### config.mk
export PLATFORM = sky130hd
export DESIGN_NAME = tmb_timer_dev_flat
export DESIGN_NICKNAME = d
export VERILOG_FILES = /design/src/tmb_pkg.sv /design/src/tmb_link_if.sv /design/src/tmb_timer_dev.sv /design/src/tmb_edge_det.sv /design/src/flat_wrapper.sv
export SDC_FILE = /design/constraint.sdc
export NUM_CORES = 1
export LEC_CHECK = 0
export BUFFER_PORTS_ARGS = -buffer_cell sky130_fd_sc_hd__buf_2
export CAP_MARGIN = 5
export CORE_ASPECT_RATIO = 1.2
export CORE_MARGIN = 2
export CORE_UTILIZATION = 52
export CTS_CLUSTER_SIZE = 25
export DETAILED_ROUTE_END_ITERATION = 12
export GPL_ROUTABILITY_DRIVEN = 0
export PLACE_DENSITY = 0.84
export SYNTH_ARGS = -nofsm -noshare
export SYNTH_HDL_FRONTEND = slang
export SYNTH_HIERARCHICAL = 1
export SYNTH_SLANG_ARGS = --single-unit
### constraint.sdc
create_clock -name clk_i -period 2 [get_ports clk_i]
set_clock_uncertainty 0.15 [all_clocks]
set_input_delay 0.4 -clock clk_i [delete_from_list [all_inputs] [get_ports clk_i]]
set_output_delay 0.4 -clock clk_i [all_outputs]
set_load 0.005 [all_outputs]
### src/tmb_pkg.sv
// Shared constants and types for the type B timer and its controller
package tmb_pkg;

  // ----------------------------------------------------------------
  // Device register indexes
  // ----------------------------------------------------------------
  localparam logic [2:0] DEV_CONTROL_A  = 3'h0;
  localparam logic [2:0] DEV_CONTROL_B  = 3'h1;
  localparam logic [2:0] DEV_EVENT_CONTROL = 3'h2;
  localparam logic [2:0] DEV_FLAGS  = 3'h3;
  localparam logic [2:0] DEV_STATUS = 3'h4;
  localparam logic [2:0] DEV_CNT    = 3'h5;
  localparam logic [2:0] DEV_COMPARE_CAPTURE_VALUE   = 3'h6;

  // ----------------------------------------------------------------
  // Device field positions
  // ----------------------------------------------------------------
  localparam int CONTROL_A_EN_BIT   = 0;
  localparam int CONTROL_A_CSEL_LSB = 1;
  localparam int CONTROL_B_MODE_LSB = 0;
  localparam int CONTROL_B_OEN_BIT  = 4;
  localparam int CONTROL_B_INIT_BIT = 5;
  localparam int EVENT_CONTROL_EI_BIT  = 0;
  localparam int EVENT_CONTROL_EDGE_BIT = 4;
  localparam int FLAG_CAPTURE_FLAG_BIT  = 0;
  localparam int FLAG_WRAP_BIT  = 1;
  localparam int STATUS_RUN_BIT = 0;

  // ----------------------------------------------------------------
  // Field encodings and count limits
  // ----------------------------------------------------------------
  localparam logic [1:0]  MODE_PERIODIC = 2'h0;
  localparam logic [1:0]  MODE_TIMEOUT  = 2'h1;
  localparam logic [1:0]  MODE_CAPTURE  = 2'h2;
  localparam logic [1:0]  CSEL_DIV1     = 2'h0;
  localparam logic [1:0]  CSEL_DIV2     = 2'h1;
  localparam logic [1:0]  CSEL_COMP     = 2'h2;
  localparam logic [1:0]  CSEL_EVENT    = 2'h3;
  localparam logic [15:0] CNT_BOTTOM    = 16'h0000;
  localparam logic [15:0] CNT_MAX       = 16'hffff;
  localparam logic [15:0] CNT_STEP      = 16'h0001;
  localparam logic [7:0]  REG8_RESET    = 8'h00;

  // ----------------------------------------------------------------
  // Controller APB map and fields
  // ----------------------------------------------------------------
  localparam logic [11:0] H_CMD   = 12'h000;
  localparam logic [11:0] H_WDATA = 12'h004;
  localparam logic [11:0] H_RDATA = 12'h008;
  localparam logic [11:0] H_STAT  = 12'h00c;
  localparam logic [11:0] H_PINS  = 12'h010;
  localparam int CMD_WR_BIT  = 8;
  localparam int CMD_BE_LSB  = 9;
  localparam int STAT_BUSY_BIT = 0;
  localparam int STAT_DONE_BIT = 1;
  localparam int STAT_CAPTURE_FLAG_BIT = 2;
  localparam int STAT_WRAP_BIT = 3;
  localparam int PINS_EVT_BIT  = 0;
  localparam int PINS_COMP_BIT = 1;
  localparam int PINS_PORT_BIT = 2;
  localparam logic [1:0] COMP_DIV_LAST = 2'h3;

  // Controller sequencer states
  typedef enum logic [1:0] {H_IDLE, H_REQ, H_WAIT} tmb_hst_t;

endpackage : tmb_pkg

### src/tmb_link_if.sv
// Link between the type B timer and its controller
`timescale 1ns/100ps
`default_nettype none
interface tmb_link_if;
  logic        reg_req;
  logic        reg_we;
  logic [2:0]  reg_addr;
  logic [1:0]  reg_be;
  logic [15:0] reg_wdata;
  logic [15:0] reg_rdata;
  logic        reg_ack;
  logic        evt_lvl;
  logic        comp_tick;
  logic        port_val;
  logic        capture_flag_evt;
  logic        wrap_evt;
  logic        wo_pin;

  // Timer end
  modport dev (
    input  reg_req, reg_we, reg_addr, reg_be, reg_wdata, evt_lvl, comp_tick, port_val,
    output reg_rdata, reg_ack, capture_flag_evt, wrap_evt, wo_pin
  );

  // Controller end
  modport ctl (
    output reg_req, reg_we, reg_addr, reg_be, reg_wdata, evt_lvl, comp_tick, port_val,
    input  reg_rdata, reg_ack, capture_flag_evt, wrap_evt, wo_pin
  );
endinterface : tmb_link_if
`default_nettype wire

### src/tmb_timer_dev.sv
// Type B 16-bit timer: periodic, time-out check and capture modes
//
// Summary of operation
// - zero count is the restart point
// - all-ones count wraps with overflow indication
// - top is the compare/capture register value
// - clock from prescaler, companion timer or event
// - companion clock steps counter with companion timer
// - event counting needs event channel clock source
// - periodic mode is the reset mode
// - enable bit starts counting on selected ticks
// - output enable puts waveform over port value
// - periodic: flag at top, then restart zero
// - top below count: run to max, wrap
// - event pulses last longer than one clock
// - time-out: start edge runs, stop edge freezes
// - edge bit picks start and stop polarity
// - time-out: capture flag when top reached
// - frozen: count reads, run writes change nothing
// - software enables event use before event modes
// - capture: free run, copy count on event
// - capture edge selectable rising or falling
// - capture mode: low byte read clears flag
// - capture mode: overflow flag at max
// - software clears count entering capture mode
// - status shows whether counter is counting
//
// Register access over APB and the register addresses are this design's own decisions.
`timescale 1ns/100ps
`default_nettype none
module tmb_timer_dev (
  input  wire logic   clk_i,
  input  wire logic   rstn_i,
  tmb_link_if.dev     link,
  output logic [15:0] count_o,
  output logic        run_o
);

  // ----------------------------------------------------------------
  // State
  // ----------------------------------------------------------------
  logic [7:0]  control_a_q;
  logic [7:0]  control_b_q;
  logic [7:0]  event_control_q;
  logic [1:0]  flag_q;
  logic [1:0]  flag_d;
  logic [15:0] cnt_q;
  logic [15:0] cnt_d;
  logic [15:0] compare_capture_value_q;
  logic [15:0] compare_capture_value_d;
  logic        run_q;
  logic        run_d;
  logic        div_q;
  logic        wo_q;
  logic        pin_q;
  logic        capture_flag_q;
  logic        wrap_q;
  logic        ack_q;
  logic        run_out_q;
  logic [15:0] rdata_q;
  logic        ev_rise;
  logic        ev_fall;

  // Event edges
  tmb_edge_det u_edge (
    .clk_i  (clk_i),
    .rstn_i (rstn_i),
    .lvl_i  (link.evt_lvl),
    .rise_o (ev_rise),
    .fall_o (ev_fall)
  );

  // ----------------------------------------------------------------
  // Register access decode
  // ----------------------------------------------------------------
  wire wr        = link.reg_req & link.reg_we;
  wire rd        = link.reg_req & ~link.reg_we;
  wire wr_lo     = wr & link.reg_be[0];
  wire wr_hi     = wr & link.reg_be[1];
  wire sel_control_a = link.reg_addr == tmb_pkg::DEV_CONTROL_A;
  wire sel_control_b = link.reg_addr == tmb_pkg::DEV_CONTROL_B;
  wire sel_evc   = link.reg_addr == tmb_pkg::DEV_EVENT_CONTROL;
  wire sel_flags = link.reg_addr == tmb_pkg::DEV_FLAGS;
  wire sel_stat  = link.reg_addr == tmb_pkg::DEV_STATUS;
  wire sel_cnt   = link.reg_addr == tmb_pkg::DEV_CNT;
  wire sel_compare_capture_value  = link.reg_addr == tmb_pkg::DEV_COMPARE_CAPTURE_VALUE;

  // ----------------------------------------------------------------
  // Configuration fields
  // ----------------------------------------------------------------
  wire       enable   = control_a_q[tmb_pkg::CONTROL_A_EN_BIT];
  wire [1:0] csel     = control_a_q[tmb_pkg::CONTROL_A_CSEL_LSB +: 2];
  wire [1:0] mode     = control_b_q[tmb_pkg::CONTROL_B_MODE_LSB +: 2];
  wire       oen      = control_b_q[tmb_pkg::CONTROL_B_OEN_BIT];
  wire       ev_user  = event_control_q[tmb_pkg::EVENT_CONTROL_EI_BIT];
  wire       edge_sel = event_control_q[tmb_pkg::EVENT_CONTROL_EDGE_BIT];
  wire       is_to    = mode == tmb_pkg::MODE_TIMEOUT;
  wire       is_cap   = mode == tmb_pkg::MODE_CAPTURE;
  wire       is_per   = ~is_to & ~is_cap;

  // Tick selection
  wire tick_div  = (csel == tmb_pkg::CSEL_DIV1) | ((csel == tmb_pkg::CSEL_DIV2) & div_q);
  wire tick_comp = (csel == tmb_pkg::CSEL_COMP) & link.comp_tick;
  wire tick_evt  = (csel == tmb_pkg::CSEL_EVENT) & ev_rise;
  wire tick      = enable & (tick_div | tick_comp | tick_evt);

  // Event actions, only for an enabled event user
  wire ev_ok      = enable & ev_user;
  wire start_edge = ev_ok & (edge_sel ? ev_fall : ev_rise);
  wire stop_edge  = ev_ok & (edge_sel ? ev_rise : ev_fall);

  // Count conditions
  wire counting = is_to ? run_q : enable;
  wire step     = tick & counting;
  wire at_top   = cnt_q == compare_capture_value_q;
  wire at_max   = cnt_q == tmb_pkg::CNT_MAX;
  wire capture_flag_hit = (step & at_top & ~is_cap) | (is_cap & start_edge);
  wire wrap_hit = step & at_max & (~is_per | ~at_top);
  wire restart  = step & ((is_per & at_top) | at_max);
  wire to_start = is_to & ~run_q & start_edge;
  wire to_stop  = is_to & run_q & stop_edge;

  // Flag clears: write one, or capture-mode low byte read
  wire clr_w1   = wr_lo & sel_flags;
  wire clr_rd   = rd & sel_compare_capture_value & link.reg_be[0] & is_cap;
  wire [1:0] flag_clr = (clr_w1 ? link.reg_wdata[1:0] : 2'h0)
                      | {1'b0, clr_rd};
  wire [1:0] flag_set = {wrap_hit, capture_flag_hit};

  // Readback mux
  wire [15:0] rd_mux =
      sel_control_a ? {8'h00, control_a_q} :
      sel_control_b ? {8'h00, control_b_q} :
      sel_evc   ? {8'h00, event_control_q} :
      sel_flags ? {14'h0000, flag_q} :
      sel_stat  ? {15'h0000, counting} :
      sel_cnt   ? cnt_q :
      sel_compare_capture_value  ? compare_capture_value_q : 16'h0000;

  // ----------------------------------------------------------------
  // Next-state logic
  // ----------------------------------------------------------------

  // Counter: software write wins over counting
  always_comb
  begin
    cnt_d = cnt_q;
    if (to_start)
      cnt_d = tmb_pkg::CNT_BOTTOM;
    else if (restart)
      cnt_d = tmb_pkg::CNT_BOTTOM;
    else if (step)
      cnt_d = cnt_q + tmb_pkg::CNT_STEP;
    if (wr_lo & sel_cnt)
      cnt_d[7:0] = link.reg_wdata[7:0];
    if (wr_hi & sel_cnt)
      cnt_d[15:8] = link.reg_wdata[15:8];
  end

  // Compare/capture value
  always_comb
  begin
    compare_capture_value_d = compare_capture_value_q;
    if (is_cap & start_edge)
      compare_capture_value_d = cnt_q;
    if (wr_lo & sel_compare_capture_value)
      compare_capture_value_d[7:0] = link.reg_wdata[7:0];
    if (wr_hi & sel_compare_capture_value)
      compare_capture_value_d[15:8] = link.reg_wdata[15:8];
  end

  // Time-out run state; status is read only, frozen stays frozen
  always_comb
  begin
    run_d = run_q;
    if (!is_to || !enable)
      run_d = 1'b0;
    else if (to_start)
      run_d = 1'b1;
    else if (to_stop)
      run_d = 1'b0;
  end

  // Sticky flags, set wins over clear
  assign flag_d = (flag_q & ~flag_clr) | flag_set;

  // ----------------------------------------------------------------
  // Registers
  // ----------------------------------------------------------------

  // Control registers
  always_ff @(posedge clk_i)
  begin
    if (!rstn_i)
    begin
      control_a_q  <= tmb_pkg::REG8_RESET;
      control_b_q  <= tmb_pkg::REG8_RESET;
      event_control_q <= tmb_pkg::REG8_RESET;
    end
    else
    begin
      if (wr_lo & sel_control_a)
        control_a_q <= link.reg_wdata[7:0];
      if (wr_lo & sel_control_b)
        control_b_q <= link.reg_wdata[7:0];
      if (wr_lo & sel_evc)
        event_control_q <= link.reg_wdata[7:0];
    end
  end

  // Count state and flags
  always_ff @(posedge clk_i)
  begin
    if (!rstn_i)
    begin
      cnt_q  <= tmb_pkg::CNT_BOTTOM;
      compare_capture_value_q <= tmb_pkg::CNT_BOTTOM;
      run_q  <= 1'b0;
      flag_q <= 2'h0;
      div_q  <= 1'b0;
    end
    else
    begin
      cnt_q  <= cnt_d;
      compare_capture_value_q <= compare_capture_value_d;
      run_q  <= run_d;
      flag_q <= flag_d;
      div_q  <= ~div_q;
    end
  end

  // Events, waveform pin and register answer
  always_ff @(posedge clk_i)
  begin
    if (!rstn_i)
    begin
      capture_flag_q  <= 1'b0;
      wrap_q  <= 1'b0;
      wo_q    <= 1'b0;
      pin_q   <= 1'b0;
      ack_q   <= 1'b0;
      run_out_q <= 1'b0;
      rdata_q <= 16'h0000;
    end
    else
    begin
      capture_flag_q <= capture_flag_hit;
      wrap_q <= wrap_hit;
      wo_q   <= control_b_q[tmb_pkg::CONTROL_B_INIT_BIT];
      pin_q  <= oen ? wo_q : link.port_val;
      ack_q  <= link.reg_req;
      run_out_q <= counting;
      if (rd)
        rdata_q <= rd_mux;
    end
  end

  // Outputs
  assign link.capture_flag_evt  = capture_flag_q;
  assign link.wrap_evt  = wrap_q;
  assign link.wo_pin    = pin_q;
  assign link.reg_ack   = ack_q;
  assign link.reg_rdata = rdata_q;
  assign count_o        = cnt_q;
  assign run_o          = run_out_q;

endmodule : tmb_timer_dev
`default_nettype wire

### src/tmb_edge_det.sv
// Edge detector for the timer event input
`timescale 1ns/100ps
`default_nettype none
module tmb_edge_det (
  input  wire logic clk_i,
  input  wire logic rstn_i,
  input  wire logic lvl_i,
  output logic      rise_o,
  output logic      fall_o
);

  logic lvl_q;

  // Previous sample of the event level
  always_ff @(posedge clk_i)
  begin
    if (!rstn_i)
      lvl_q <= 1'b0;
    else
      lvl_q <= lvl_i;
  end

  // Edges need the level held over a clock edge
  assign rise_o = lvl_i & ~lvl_q;
  assign fall_o = ~lvl_i & lvl_q;

endmodule : tmb_edge_det
`default_nettype wire

### src/flat_wrapper.sv
// flat-port wrapper written by rule: the top's interface ports become plain ports
module tmb_timer_dev_flat 
  (clk_i, rstn_i, count_o, run_o, link_reg_req, link_reg_we, link_reg_addr, link_reg_be, link_reg_wdata, link_evt_lvl, link_comp_tick, link_port_val, link_reg_rdata, link_reg_ack, link_capture_flag_evt, link_wrap_evt, link_wo_pin);
  tmb_link_if link_i ();
  input  wire logic clk_i;
  input  wire logic rstn_i;
  output logic [15:0] count_o;
  output logic run_o;
  input wire logic [$bits(link_i.reg_req)-1:0] link_reg_req;
  input wire logic [$bits(link_i.reg_we)-1:0] link_reg_we;
  input wire logic [$bits(link_i.reg_addr)-1:0] link_reg_addr;
  input wire logic [$bits(link_i.reg_be)-1:0] link_reg_be;
  input wire logic [$bits(link_i.reg_wdata)-1:0] link_reg_wdata;
  input wire logic [$bits(link_i.evt_lvl)-1:0] link_evt_lvl;
  input wire logic [$bits(link_i.comp_tick)-1:0] link_comp_tick;
  input wire logic [$bits(link_i.port_val)-1:0] link_port_val;
  output wire logic [$bits(link_i.reg_rdata)-1:0] link_reg_rdata;
  output wire logic [$bits(link_i.reg_ack)-1:0] link_reg_ack;
  output wire logic [$bits(link_i.capture_flag_evt)-1:0] link_capture_flag_evt;
  output wire logic [$bits(link_i.wrap_evt)-1:0] link_wrap_evt;
  output wire logic [$bits(link_i.wo_pin)-1:0] link_wo_pin;
  assign link_i.reg_req = link_reg_req;
  assign link_i.reg_we = link_reg_we;
  assign link_i.reg_addr = link_reg_addr;
  assign link_i.reg_be = link_reg_be;
  assign link_i.reg_wdata = link_reg_wdata;
  assign link_i.evt_lvl = link_evt_lvl;
  assign link_i.comp_tick = link_comp_tick;
  assign link_i.port_val = link_port_val;
  assign link_reg_rdata = link_i.reg_rdata;
  assign link_reg_ack = link_i.reg_ack;
  assign link_capture_flag_evt = link_i.capture_flag_evt;
  assign link_wrap_evt = link_i.wrap_evt;
  assign link_wo_pin = link_i.wo_pin;
  tmb_timer_dev u_core (.clk_i(clk_i), .rstn_i(rstn_i), .link(link_i), .count_o(count_o), .run_o(run_o));
endmodule
; Word level (Yosys, flattened, before mapping)
; Cells that the tools add are included.
[op_classes]
n_eq_ne = 13
n_reduce_logical = 11
bitwise = 57
muxes = 22
n_addsub = 1
[ops]
columns = op, n
row1 = $mux 16, 11
row2 = $and 1x1->1, 37
row3 = $mux 8, 4
row4 = $add 16x1->16 const B, 1
row5 = $eq 16x16->1, 1
row6 = $eq 16x16->1 const B, 1
row7 = $not 1->1, 10
row8 = $eq 3x3->1 const B, 3
row9 = $reduce_bool 4->1, 2
row10 = $eq 2x2->1 const B, 3
row11 = $eq 3x2->1 const B, 2
row12 = $mux 1, 6
row13 = $or 1x1->1, 6
row14 = $reduce_bool 2->1, 3
row15 = $eq 2x1->1 const B, 2
row16 = $eq 3x1->1 const B, 1
row17 = $logic_not 3->1, 1
row18 = $and 2x2->2, 1
row19 = $logic_not 1->1, 2
row20 = $logic_not 2->1, 1
row21 = $mux 2, 1
row22 = $not 2->2, 1
row23 = $or 2x1->2, 1
row24 = $or 2x2->2, 1
row25 = other kinds (2), 2
[totals]
wordCells = 122
output_inout_bits = 37
regBits = 83

; Depth between registers and ports, before layout
; Gate-level depths: netlist of the first run.
[depth]
depth_word = 11
depth_mapped = 9
ltp_nobuf = 8

; Modules after synthesis
; Netlist of the first run, hierarchy kept.
[by_module_without_submodules]
columns = mod, area_each_um2, cells_per_inst, instances
row1 = tmb_timer_dev, 4435.5, 499, 1
row2 = tmb_edge_det, 38.8, 4, 1

; Worst setup path before layout of the first run
; OpenSTA, ideal clock, no wires.
[synth_timing]
path_type = register to register
from = reg u_core.control_b_q[0]
to = reg u_core.cnt_q[14], in the netlist u_core/count_o[14]
path_stages_with_launch = 9
slack_ps = -123
arrival_ps = 1903
required_time_ps = 1780
path_buffers = 1
setup_ps = 70
synth_period_minus_slack_ps = 2123
cell_sequence = dfxtp_1 ha_1 nand2_1 nor4b_4 or2_1 a21oi_1 buf_6 o41ai_2 o2bb2ai_1
[synth_via]
elab_chain_len = 9
elab_cells_between_ends = 16
classes_between = eq/ne (2) / mux (4) / bitwise (9) / reduce/logical (1)
[synth_lines]
columns = item, line
row1 = start: declaration, tmb_timer_dev.sv:43  ; logic [7:0] control_b_q;
row2 = start signal: assignment, tmb_timer_dev.sv:197  ; control_b_q <= tmb_pkg::REG8_RESET;
row3 = start signal: assignment, tmb_timer_dev.sv:205  ; control_b_q <= link.reg_wdata[7:0];
row4 = $eq 2x1->1 or $eq 2x2->1 (tied branches), "tmb_timer_dev.sv:97, tmb_timer_dev.sv:98"
row5 = $not 1->1, tmb_timer_dev.sv:99  ; wire is_per = ~is_to & ~is_cap;
row6 = $and 1x1->1, tmb_timer_dev.sv:99
row7 = $and 1x1->1, tmb_timer_dev.sv:119  ; wire restart = step & ((is_per & at_top) | at_max);
row8 = $or 1x1->1, tmb_timer_dev.sv:119
row9 = $and 1x1->1, tmb_timer_dev.sv:119
row10 = $mux 16, tmb_timer_dev.sv:150  ; else if (restart)
row11 = $mux 16, tmb_timer_dev.sv:148  ; if (to_start)
row12 = $mux 8, tmb_timer_dev.sv:156  ; if (wr_hi & sel_cnt)
row13 = end signal: assignment, tmb_timer_dev.sv:216  ; cnt_q <= tmb_pkg::CNT_BOTTOM;
row14 = end signal: assignment, tmb_timer_dev.sv:224  ; cnt_q <= cnt_d;
row15 = end: declaration, tmb_timer_dev.sv:47  ; logic [15:0] cnt_q;
; Parallel ways exist; a longest one is shown, timed or not.
; A chain may end at the register's enable or synchronous reset.

; Final worst setup path of the first run
[layout_timing]
from = reg u_core.control_b_q[1]
to = reg u_core.cnt_q[0], in the netlist u_core/count_o[0]
[layout_via]
elab_chain_len = 9
elab_cells_between_ends = 16
classes_between = eq/ne (2) / mux (4) / bitwise (9) / reduce/logical (1)
[layout_lines]
columns = item, line
row1 = $eq 2x1->1 or $eq 2x2->1 (tied branches), "tmb_timer_dev.sv:97, tmb_timer_dev.sv:98"
row2 = $not 1->1, tmb_timer_dev.sv:99
row3 = $and 1x1->1, tmb_timer_dev.sv:99
row4 = $and 1x1->1, tmb_timer_dev.sv:119
row5 = $or 1x1->1, tmb_timer_dev.sv:119
row6 = $and 1x1->1, tmb_timer_dev.sv:119
row7 = $mux 16, tmb_timer_dev.sv:150
row8 = $mux 16, tmb_timer_dev.sv:148
row9 = $mux 8, tmb_timer_dev.sv:154  ; if (wr_lo & sel_cnt)
; Parallel ways exist; a longest one is shown, timed or not.

==> impl_results.md, run 1 <==
- Status: finished with violations
- Failing checks: setup timing
- Slew headroom: 0.556
- Net Count, Synth: 534
- RSZ-0062 raised after global routing: yes
- Sw Ratio: 0.292
- Boundary pin count: 65
- Fin crit period: around 2200 ps
- Setup Slack @ Placement: -379 ps
- Starting density of the core: 0.528
- Crit. End Element: flip-flop
- Clock sinks: 83
- Int Power: 2.54 mW
- Vias per cell: 6.36
- H-tree Lvls: 3
- Clock Power Share: 0.351
- Setup TNS: -1330 ps
- Die width: between 80 and 90 um
- CTS Buf Count: 9
- Slew Viols, Final: 0
- Ys async rst share: 0
- Gate power share: 0.170
- Gate Count Post-Synth: 503
- Clock transition at path regs: around 90 ps
- DIE AREA: 9360 um2
- Initial DRC count: 515
- DIE HEIGHT: 106 um
- Site row count: 37
- CTS tree: done
- Final Setup Violations: 17
- Max-Cap Viols: 0
- Kind of cell adding the most delay to the critical path: simple AND/OR/NAND/NOR gates
- Layout Nets: around 670
- First-pass GRT wire length: approximately 24000 um
- Yosys warning total: 6
- Initial antenna violation count: 0
- GRT Overall Usage: 0.325
- IO Port Bufs: 64
- Netlist Area Pre-Place: 4470 um2
- Tcrit/Tclk final: 1.08
- Worst path required time: approximately 2100 ps
- Largest stage delay on the critical path: between 300 and 400 ps
- Critical Path Most Common Cell: buf_4
- Synth cell types: 63
- LEAKAGE: 2.46 nW
- Design Area, Final: roughly 6000 um2
- Top FF cell, synth: dfxtp_1
- Clock Root Buffer: clkbuf_8
- # diodes: 0
- Multi-input logic area: between 2000 and 3000 um2
- Hold Vio Cnt, Final: 0
- Bufs on Longest Clock Path: 2
- Maximum clock rate: 463 MHz
- Critical path arrival: ~2300 ps
- Drt pass-1 iters: 5
- Fillers: ~600
- Drt drc: 0
- Total congestion overflow: 0
- Layout cell share with drive strength beyond 1: 0.381
- Post-synthesis sequential area ratio: 0.371
- Avg Cell Area, Syn: 8.90 um2
- Hold WC Path Type: in2reg
- CP cell instances: inv_2 -> ha_4 -> nand2_4 -> nor4b_4 -> buf_4 -> a211oi_2 -> buf_4 -> a22oi_2 -> o21ai_1 -> and2_1
- Number of synthesized register bits: 83
- Reg power frac: 0.480
- Vias in the first global route: ~4700
- Drt total wl: 15500 um
- CP max stage cell: nor4b_4
- Wirelength per Cell: slightly above 20 um
- Cell area power density: 597 nW/um2
- Final WS setup: -160 ps
- Critical path buffers and inverters: 3
- Area of the core: 8470 um2
- Placed cell area: around 5500 um2
- Switching power total: 1.05 mW
- Peak supply drop: 0.521 mV
- Critical path type: reg2reg
- Max FO, Critical Path: 4
- Worst skew pair latency: 370 ps
- Synthesis-to-finish area growth: 34.4%
- Vias: 4833
- Worst-Margin Slew: 664 ps
- Number of synthesized flops with an enable pin: 0
- Register Area: ~1700 um2
- Critical Path Start Type: flip-flop
- Routed Antenna Nets: 0
- DPL Wire Length: 9990 um
- Largest net degree at the start of global routing: around 60
-- registers in the layout, indices dropped and copies added (netlist names) --
register / cells
u_core/count_o: 16
u_core/compare_capture_value_q: 16
u_core/u_edge/lvl_q: 1
u_core/link.reg_ack: 1
u_core/run_o: 1
u_core/control_b_q: 8
u_core/control_a_q: 8
u_core/wo_q: 1
u_core/link.reg_rdata: 16
u_core/run_q: 1
u_core/div_q: 1
u_core/flag_q: 2
u_core/link.wrap_evt: 1
u_core/link.wo_pin: 1
u_core/link.capture_flag_evt: 1
u_core/event_control_q: 8
-- power groups by stage --
stage	Clock [mW]	Sequential, mW	Combinational, mW
5_1_grt	1.32	1.73	0.642
2_1_floorplan	0	1.75	0.286
4_1_cts	1.26	1.72	0.562
6_report	1.26	1.72	0.609
3_5_place_dp	0	1.76	0.519
3_3_place_gp	0	1.76	0.509
-- synth_stat cells, types with 2 or more instances --
library cell,instances,share of area
nand4_1,8,0.011
nor2_4,2,0.0050
nand4_2,2,0.0056
or2_1,2,0.0028
nor3_1,7,0.0078
clkbuf_1,21,0.018
o31a_1,3,0.0059
inv_1,8,0.0067
dfxtp_1,83,0.37
a22oi_1,22,0.037
a21o_1,2,0.0034
ha_1,3,0.0084
or3_1,7,0.0098
o211ai_2,2,0.0056
and4_1,2,0.0039
o21a_1,4,0.0067
nand2b_1,5,0.0070
nor3_2,2,0.0045
nand2_1,26,0.022
o41ai_1,3,0.0059
xor2_1,19,0.037
a31oi_1,7,0.0098
o21ai_0,9,0.010
a21oi_1,12,0.013
or2_2,3,0.0042
buf_2,14,0.016
a22o_1,8,0.016
and2_1,7,0.0098
mux2i_1,53,0.12
nor2_1,72,0.060
mux2_2,6,0.015
nor4_1,3,0.0042
a211oi_1,17,0.029
o221ai_1,6,0.012
o2bb2ai_1,4,0.0078
nor2b_1,6,0.0084
nand3_1,13,0.015
o31ai_1,2,0.0034
o211ai_1,4,0.0067
-- cell type report --
type,instances,area share
multi-input cells,373,0.475
flip-flops and latches,83,0.278
repair buffers,162,0.184
well taps,117,0.0243
clock buffers,9,0.0206
clock inverters,7,0.0127
inverters,9,0.00562
-- worst reg2reg max path: cells and delay by family, from the launching register on --
| family | cells | cell delay, ps |
|---|---|---|
| AO/OA/AOI/OAI | 3 | 330 |
| adder cells (fa/ha/maj) | 1 | 180 |
| buffers and inverters | 3 | 460 |
| flip-flops | 1 | 340 |
| AND/OR/NAND/NOR | 3 | 600 |
-- layer usage --
metal | vias up | GRT usage | routed length [um]
met5 | - | 0 | 0
met4 | 0 | 0.195 | 1010
met3 | 105 | 0.0603 | 1330
met2 | 368 | 0.539 | 7550
met1 | 2254 | 0.379 | 5620
li1 | 2106 | - | -
-- layout by cell type (no fill, tap or decap), types with 8 or more instances in the layout --
cell type,count
xor2_1,16
clkbuf_8,9
a22o_1,8
buf_4,90
nand4_1,8
a22oi_1,21
a211oi_1,17
nor2_1,69
o21ai_0,8
mux2i_1,51
a21oi_1,10
dfxtp_2,10
nand3_1,12
nand2_1,24
buf_2,64
dfxtp_1,73
-- cell families after synthesis --
family,share of synthesized area
adder cells (fa/ha/maj),0.00839
AO/OA/AOI/OAI,0.199
AND/OR/NAND/NOR,0.204
multiplexers,0.134
buffers and inverters,0.0459
flip-flops,0.371
XOR/XNOR,0.0372
-- final timing paths --
check	slack (ps)	start	cells after the start	end
worst min-delay path	110	link_port_val	3	u_core/link.wo_pin
worst min register to register	300	u_core/div_q	1	u_core/div_q
worst max-delay path	-160	u_core/control_b_q[1]	10	u_core/count_o[0]
worst max register to register	-160	u_core/control_b_q[1]	10	u_core/count_o[0]
-- metrics by stage --
step                      std cells  power, mW  hold slack, ps   util
after global placement          733       2.27             253  0.646
after detailed placement        733       2.28             265  0.646
after floorplan                 503       2.04             242      -
after CTS                       758       3.55             107  0.700
after global routing            760       3.69             124  0.710
final                           760       3.59             114  0.710
-- repair_timing --
action,CTS,global route
setup buffers,9,2
resized for setup,38,16
pin swaps,29,17
hold buffers,0,0
endpoints found under the setup margin,31,19
Power figures use the tool's default switching activity.
==> run 2, diff against run 1 <==
CTS_CLUSTER_DIAMETER = 30   (was not set)
REMOVE_ABC_BUFFERS = 1   (was not set)
==> impl_results.md, run 2 (synthesis gave the netlist of run 1 again) <==
- Status: finished with violations (unchanged)
- Failing checks: setup timing (unchanged)
- First-pass GRT wire length: 22900 um (was 23600 um)
- Placed cell area: 5580 um2 (was 5470 um2)
- CTS Buf Count: 9 (unchanged)
- Clock transition at path regs: 80 ps (was 90 ps)
- Design Area, Final: 6150 um2 (was 6010 um2)
- Vias per cell: 6.38 (was 6.36)
- Largest stage delay on the critical path: 410 ps (was 360 ps)
- Worst-Margin Slew: 817 ps (was 664 ps)
- GRT Max-Usage Layer: met2 (unchanged)
- CTS tree: done (unchanged)
- Final Setup Violations: 19 (was 17)
- DPL Wire Length: 9690 um (was 9990 um)
- RSZ-0062 raised after global routing: yes (unchanged)
- Hold Vio Cnt, Final: 0 (unchanged)
- CTS Hold Bufs: 0 (unchanged)
- DIE AREA: 9360 um2 (unchanged)
- Critical path arrival: 2380 ps (was 2280 ps)
- Routed Antenna Nets: 0 (unchanged)
- Area of the core: 8470 um2 (unchanged)
- Met2 Resource Use GR: 0.521 (was 0.539)
- Worst skew pair latency: 380 ps (was 370 ps)
- Cell area power density: 590 nW/um2 (was 597 nW/um2)
- Layout cell share with drive strength beyond 1: 0.405 (was 0.381)
- Bufs on Longest Clock Path: 2 (unchanged)
- Kind of cell adding the most delay to the critical path: simple AND/OR/NAND/NOR gates (unchanged)
- Hold WC Path Type: in2reg (unchanged)
- Layout Nets: 682 (was 669)
- Commonest non-fill, non-tap cell in the layout: buf_4 (unchanged)
- Tcrit/Tclk final: 1.13 (was 1.08)
- H-tree Lvls: 3 (unchanged)
- Drt total wl: 16100 um (was 15500 um)
- Maximum clock rate: 443 MHz (was 463 MHz)
- IO Port Bufs: 64 (unchanged)
- Slew headroom: 0.453 (was 0.556)
- Drt drc: 0 (unchanged)
- # diodes: 0 (unchanged)
- Peak supply drop: 0.619 mV (was 0.521 mV)
- DIE HEIGHT: 106 um (unchanged)
- Starting density of the core: 0.528 (unchanged)
- Largest net degree at the start of global routing: 72 (was 59)
- Boundary pin count: 65 (unchanged)
- Wirelength per Cell: 20.8 um (was 20.4 um)
- CP max stage cell: dfxtp_4 (was nor4b_4)
- Critical path buffers and inverters: 1 (was 3)
- Final WS setup: -258 ps (was -160 ps)
- Grt met1 use: 0.353 (was 0.379)
- Synthesis-to-finish area growth: 37.4% (was 34.4%)
- Initial DRC count: 866 (was 515)
- Post-Route Utilization: 0.725 (was 0.710)
- Crit. End Element: flip-flop (unchanged)
- Max-Cap Viols: 0 (unchanged)
- Vias: 4929 (was 4833)
- Worst path required time: 2120 ps (about the same)
- GRT Overall Usage: 0.317 (was 0.325)
- Site row count: 37 (unchanged)
- LEAKAGE: 2.54 nW (was 2.46 nW)
- Critical Path Start Type: flip-flop (unchanged)
- Vias in the first global route: 4794 (was 4675)
- Clock Root Buffer: clkbuf_8 (unchanged)
- Critical path type: reg2reg (unchanged)
- Clock sinks: 83 (unchanged)
- Total congestion overflow: 0 (unchanged)
- CP cell instances: ha_4 -> nand4_1 -> nor3_2 -> nand4_2 -> buf_4 -> o211ai_4 -> o41ai_2 -> o21a_1 (was inv_2 -> ha_4 -> nand2_4 -> nor4b_4 -> buf_4 -> a211oi_2 -> buf_4 -> a22oi_2 -> o21ai_1 -> and2_1)
- Fin crit period: 2260 ps (was 2160 ps)
- Die width: 88.7 um (unchanged)
- Drt pass-1 iters: 6 (was 5)
- Most frequent cells in the layout: 100 x buf_4, 69 x nor2_1, 69 x dfxtp_1 (was 90 x buf_4, 73 x dfxtp_1, 69 x nor2_1)
- Slew Viols, Final: 0 (unchanged)
- Met3 Use GR: 0.0736 (was 0.0603)
- Initial antenna violation count: 0 (unchanged)
- Max FO, Critical Path: 7 (was 4)
-- run 2: final timing paths --
kind | start | endpoint | slack [ps] | cells past startpoint
worst max-delay path | u_core/count_o[0] | u_core/count_o[13] | -260 | 8
worst min-delay path | link_port_val | u_core/link.wo_pin | 140 | 3
worst max register to register | u_core/count_o[0] | u_core/count_o[13] | -260 | 8
worst min register to register | u_core/link.reg_rdata[0] | u_core/link.reg_rdata[0] | 320 | 2
-- run 2: where the power goes --
| part | leakage, nW | internal (mW) | switching (mW) |
|---|---|---|---|
| combinational | 1.76 | 0.293 | 0.368 |
| sequential | 0.680 | 1.69 | 0.0343 |
| clock | 0.0987 | 0.610 | 0.634 |
-- run 2: timing repair --
item                                   in CTS  in global routing
setup endpoints to repair                  16                 22
pin swaps                                  27                 18
cloned                                      1                  0
gates resized for setup                    33                 43
endpoints found under the hold margin       0                  0
setup buffers                               3                  3
-- run 2: through the flow --
stage / power, mW / setup WS, ps / std cells / hold slack (ps) / TNS [ps]
6_report: 3.63 / -258 / 773 / 142 / -3300
5_1_grt: 3.75 / -322 / 773 / 119 / -4080
4_1_cts: 3.55 / -67.3 / 770 / 115 / -338
3_5_place_dp: 2.29 / -386 / 750 / 256 / -4540
3_3_place_gp: 2.28 / -309 / 750 / 251 / -3140
2_1_floorplan: 1.99 / -186 / 465 / 242 / -1380
-- run 2: cell type report --
type	instances	area, um2
Timing Repair Buffer	175	1210
Inverter	9	33.8
Fill cell	539	2330
Sequential cell	83	1690
Clock inverter	6	63.8
Clock buffer	10	138
Multi-Input combinational cell	373	2870
Tap cell	117	146
-- run 2: worst register-to-register path, cell delays in order, from the launching register on --
cell,delay [ps]
dfxtp_4,410
ha_4,150
nand4_1,210
nor3_2,280
nand4_2,250
buf_4,250
o211ai_4,150
o41ai_2,120
o21a_1,190
-- run 2: per-layer routing --
layer	vias up	share of wire
met5	-	0
met3	111	0.090
met2	368	0.48
met4	0	0.069
met1	2321	0.36
li1	2129	-
==> run 3, diff against run 2 <==
CTS_BUF_LIST = sky130_fd_sc_hd__clkbuf_16   (was not set)
PLACE_DENSITY = 0.77   (was 0.84)
==> impl_results.md, run 3 (synthesis gave the netlist of run 1 again) <==
- Fillers: 605 (was 539)
- Gate power share: 0.155 (was 0.182)
- Boundary pin count: 65 (unchanged)
- Vias per cell: 6.14 (was 6.38)
- Vias: 4755 (was 4929)
- Commonest non-fill, non-tap cell in the layout: buf_4 (unchanged)
- H-tree Lvls: 3 (unchanged)
- Clock transition at path regs: 60 ps (was 80 ps)
- CP cell instances: xor2_2 -> nor4_2 -> buf_4 -> nand4_1 -> o211ai_2 -> buf_6 -> o41ai_2 -> o21a_1 (was ha_4 -> nand4_1 -> nor3_2 -> nand4_2 -> buf_4 -> o211ai_4 -> o41ai_2 -> o21a_1)
- Initial antenna violation count: 1 (was 0)
- Layout cell share with drive strength beyond 1: 0.384 (was 0.405)
- Tcrit/Tclk final: 1.08 (was 1.13)
- Switching power total: 1.04 mW (about the same)
- Slew Viols, Final: 0 (unchanged)
- IO Port Bufs: 64 (unchanged)
- Clock Root Buffer: clkbuf_16 (was clkbuf_8)
- Peak supply drop: 0.415 mV (was 0.619 mV)
- Clock sinks: 83 (unchanged)
- CTS tree: done (unchanged)
- Routed Antenna Nets: 0 (unchanged)
- Vias in the first global route: 4519 (was 4794)
- Int Power: 2.92 mW (was 2.59 mW)
- Critical Path Start Type: flip-flop (unchanged)
- Final Setup Violations: 15 (was 19)
- Max-Cap Viols: 0 (unchanged)
- Hold Vio Cnt, Final: 0 (unchanged)
- LEAKAGE: 2.58 nW (was 2.54 nW)
- Area of the core: 8470 um2 (unchanged)
- Critical path type: reg2reg (unchanged)
- Post-Route Utilization: 0.727 (was 0.725)
- Layout Nets: 683 (was 682)
- Most frequent cells in the layout: 105 x buf_4, 74 x dfxtp_1, 69 x nor2_1 (was 100 x buf_4, 69 x nor2_1, 69 x dfxtp_1)
- Critical path arrival: 2240 ps (was 2380 ps)
- RSZ-0062 raised after global routing: yes (unchanged)
- CP max stage cell: dfxtp_2 (was dfxtp_4)
- Initial DRC count: 583 (was 866)
- DIE HEIGHT: 106 um (unchanged)
- Wirelength per Cell: 19.3 um (was 20.8 um)
- Die width: 88.7 um (unchanged)
- DIE AREA: 9360 um2 (unchanged)
- Worst skew pair latency: 340 ps (was 380 ps)
- FF-to-FF setup slack: -160 ps (was -260 ps)
- Setup Slack @ Placement: -338 ps (was -386 ps)
- DPL Wire Length: 9940 um (was 9690 um)
- Worst-Margin Slew: 580 ps (was 817 ps)
- Final WS setup: -155 ps (was -258 ps)
- Synthesis-to-finish area growth: 37.6% (was 37.4%)
- Max FO, Critical Path: 7 (unchanged)
- Largest stage delay on the critical path: 340 ps (was 410 ps)
- Hold WC Path Type: in2reg (unchanged)
- Starting density of the core: 0.528 (unchanged)
- Slew headroom: 0.612 (was 0.453)
- Drt total wl: 15000 um (was 16100 um)
- # diodes: 0 (unchanged)
- Bufs on Longest Clock Path: 2 (unchanged)
- Total congestion overflow: 0 (unchanged)
- Drt drc: 0 (unchanged)
- Worst path required time: 2090 ps (was 2120 ps)
- Maximum clock rate: 464 MHz (was 443 MHz)
- CTS Buf Count: 9 (unchanged)
- Reg power frac: 0.436 (was 0.475)
- GRT Overall Usage: 0.313 (was 0.317)
- Setup TNS: -1110 ps (was -3300 ps)
- Clock Power Share: 0.409 (was 0.343)
- Status: finished with violations (unchanged)
- Crit. End Element: flip-flop (unchanged)
- Site row count: 37 (unchanged)
- Sw Ratio: 0.263 (was 0.286)
- Largest net degree at the start of global routing: 40 (was 72)
- Drt pass-1 iters: 7 (was 6)
- Placed cells: 753 (was 750)
- Fin crit period: 2160 ps (was 2260 ps)
- Finished Layout Cells: 774 (was 773)
- Pwr Total: 3.96 mW (was 3.63 mW)
- Failing checks: setup timing (unchanged)
- Cell area power density: 643 nW/um2 (was 590 nW/um2)
- First-pass GRT wire length: 22800 um (was 22900 um)
-- run 3: layer usage --
layer  up-vias  part of all wire  track usage
li1       2129                 -            -
met1      2262              0.38        0.394
met2       294              0.50        0.520
met3        68             0.086       0.0650
met4         2             0.037        0.116
met5         -            0.0013            0
-- run 3: power by group through the flow --
stage | clock, mW | sequential [mW] | combinational, mW
after floorplan | 0 | 1.78 | 0.215
after global placement | 0 | 1.76 | 0.526
after detailed placement | 0 | 1.76 | 0.540
after CTS | 1.63 | 1.72 | 0.569
after global routing | 1.71 | 1.73 | 0.648
final | 1.62 | 1.73 | 0.614
-- run 3: metrics by stage --
stage	cell area, um2	hold WS (ps)
4_1_cts	6050	142
6_report	6160	141
5_1_grt	6160	151
3_5_place_dp	5610	265
3_3_place_gp	5610	252
2_1_floorplan	4300	242
-- run 3: area by class of cell --
class                           instances  area (um2)  area share
Clock buffer                            9         225      0.0366
Clock inverter                          7        60.1     0.00976
Inverter                                9        33.8     0.00549
Multi-Input combinational cell        373        2800       0.455
Sequential cell                        83        1680       0.272
Tap cell                              117         146      0.0238
Timing Repair Buffer                  176        1210       0.197
-- run 3: final timing paths --
check | startpoint | end | cells after the start
hold reg to reg | u_core/div_q | u_core/div_q | 1
hold / removal | link_port_val | u_core/link.wo_pin | 3
setup reg to reg | u_core/count_o[14] | u_core/count_o[13] | 8
setup / recovery | u_core/count_o[14] | u_core/count_o[13] | 8
-- run 3: worst max-delay path, delay by kind of cell (launching register included) --
kind / cells / cell delay [ps]
xor gates and xnor gates: 1 / 180
and+or+nand+nor: 2 / 510
AOI/OAI and AO/OA: 3 / 520
buffers and inverters: 2 / 350
DFF: 1 / 340
-- run 3: repair_timing --
item,CTS,global route
cloned,1,0
resized for setup,28,23
endpoints found under the setup margin,17,25
hold buffers,0,0
pin swaps,15,17
buffers inserted,4,0
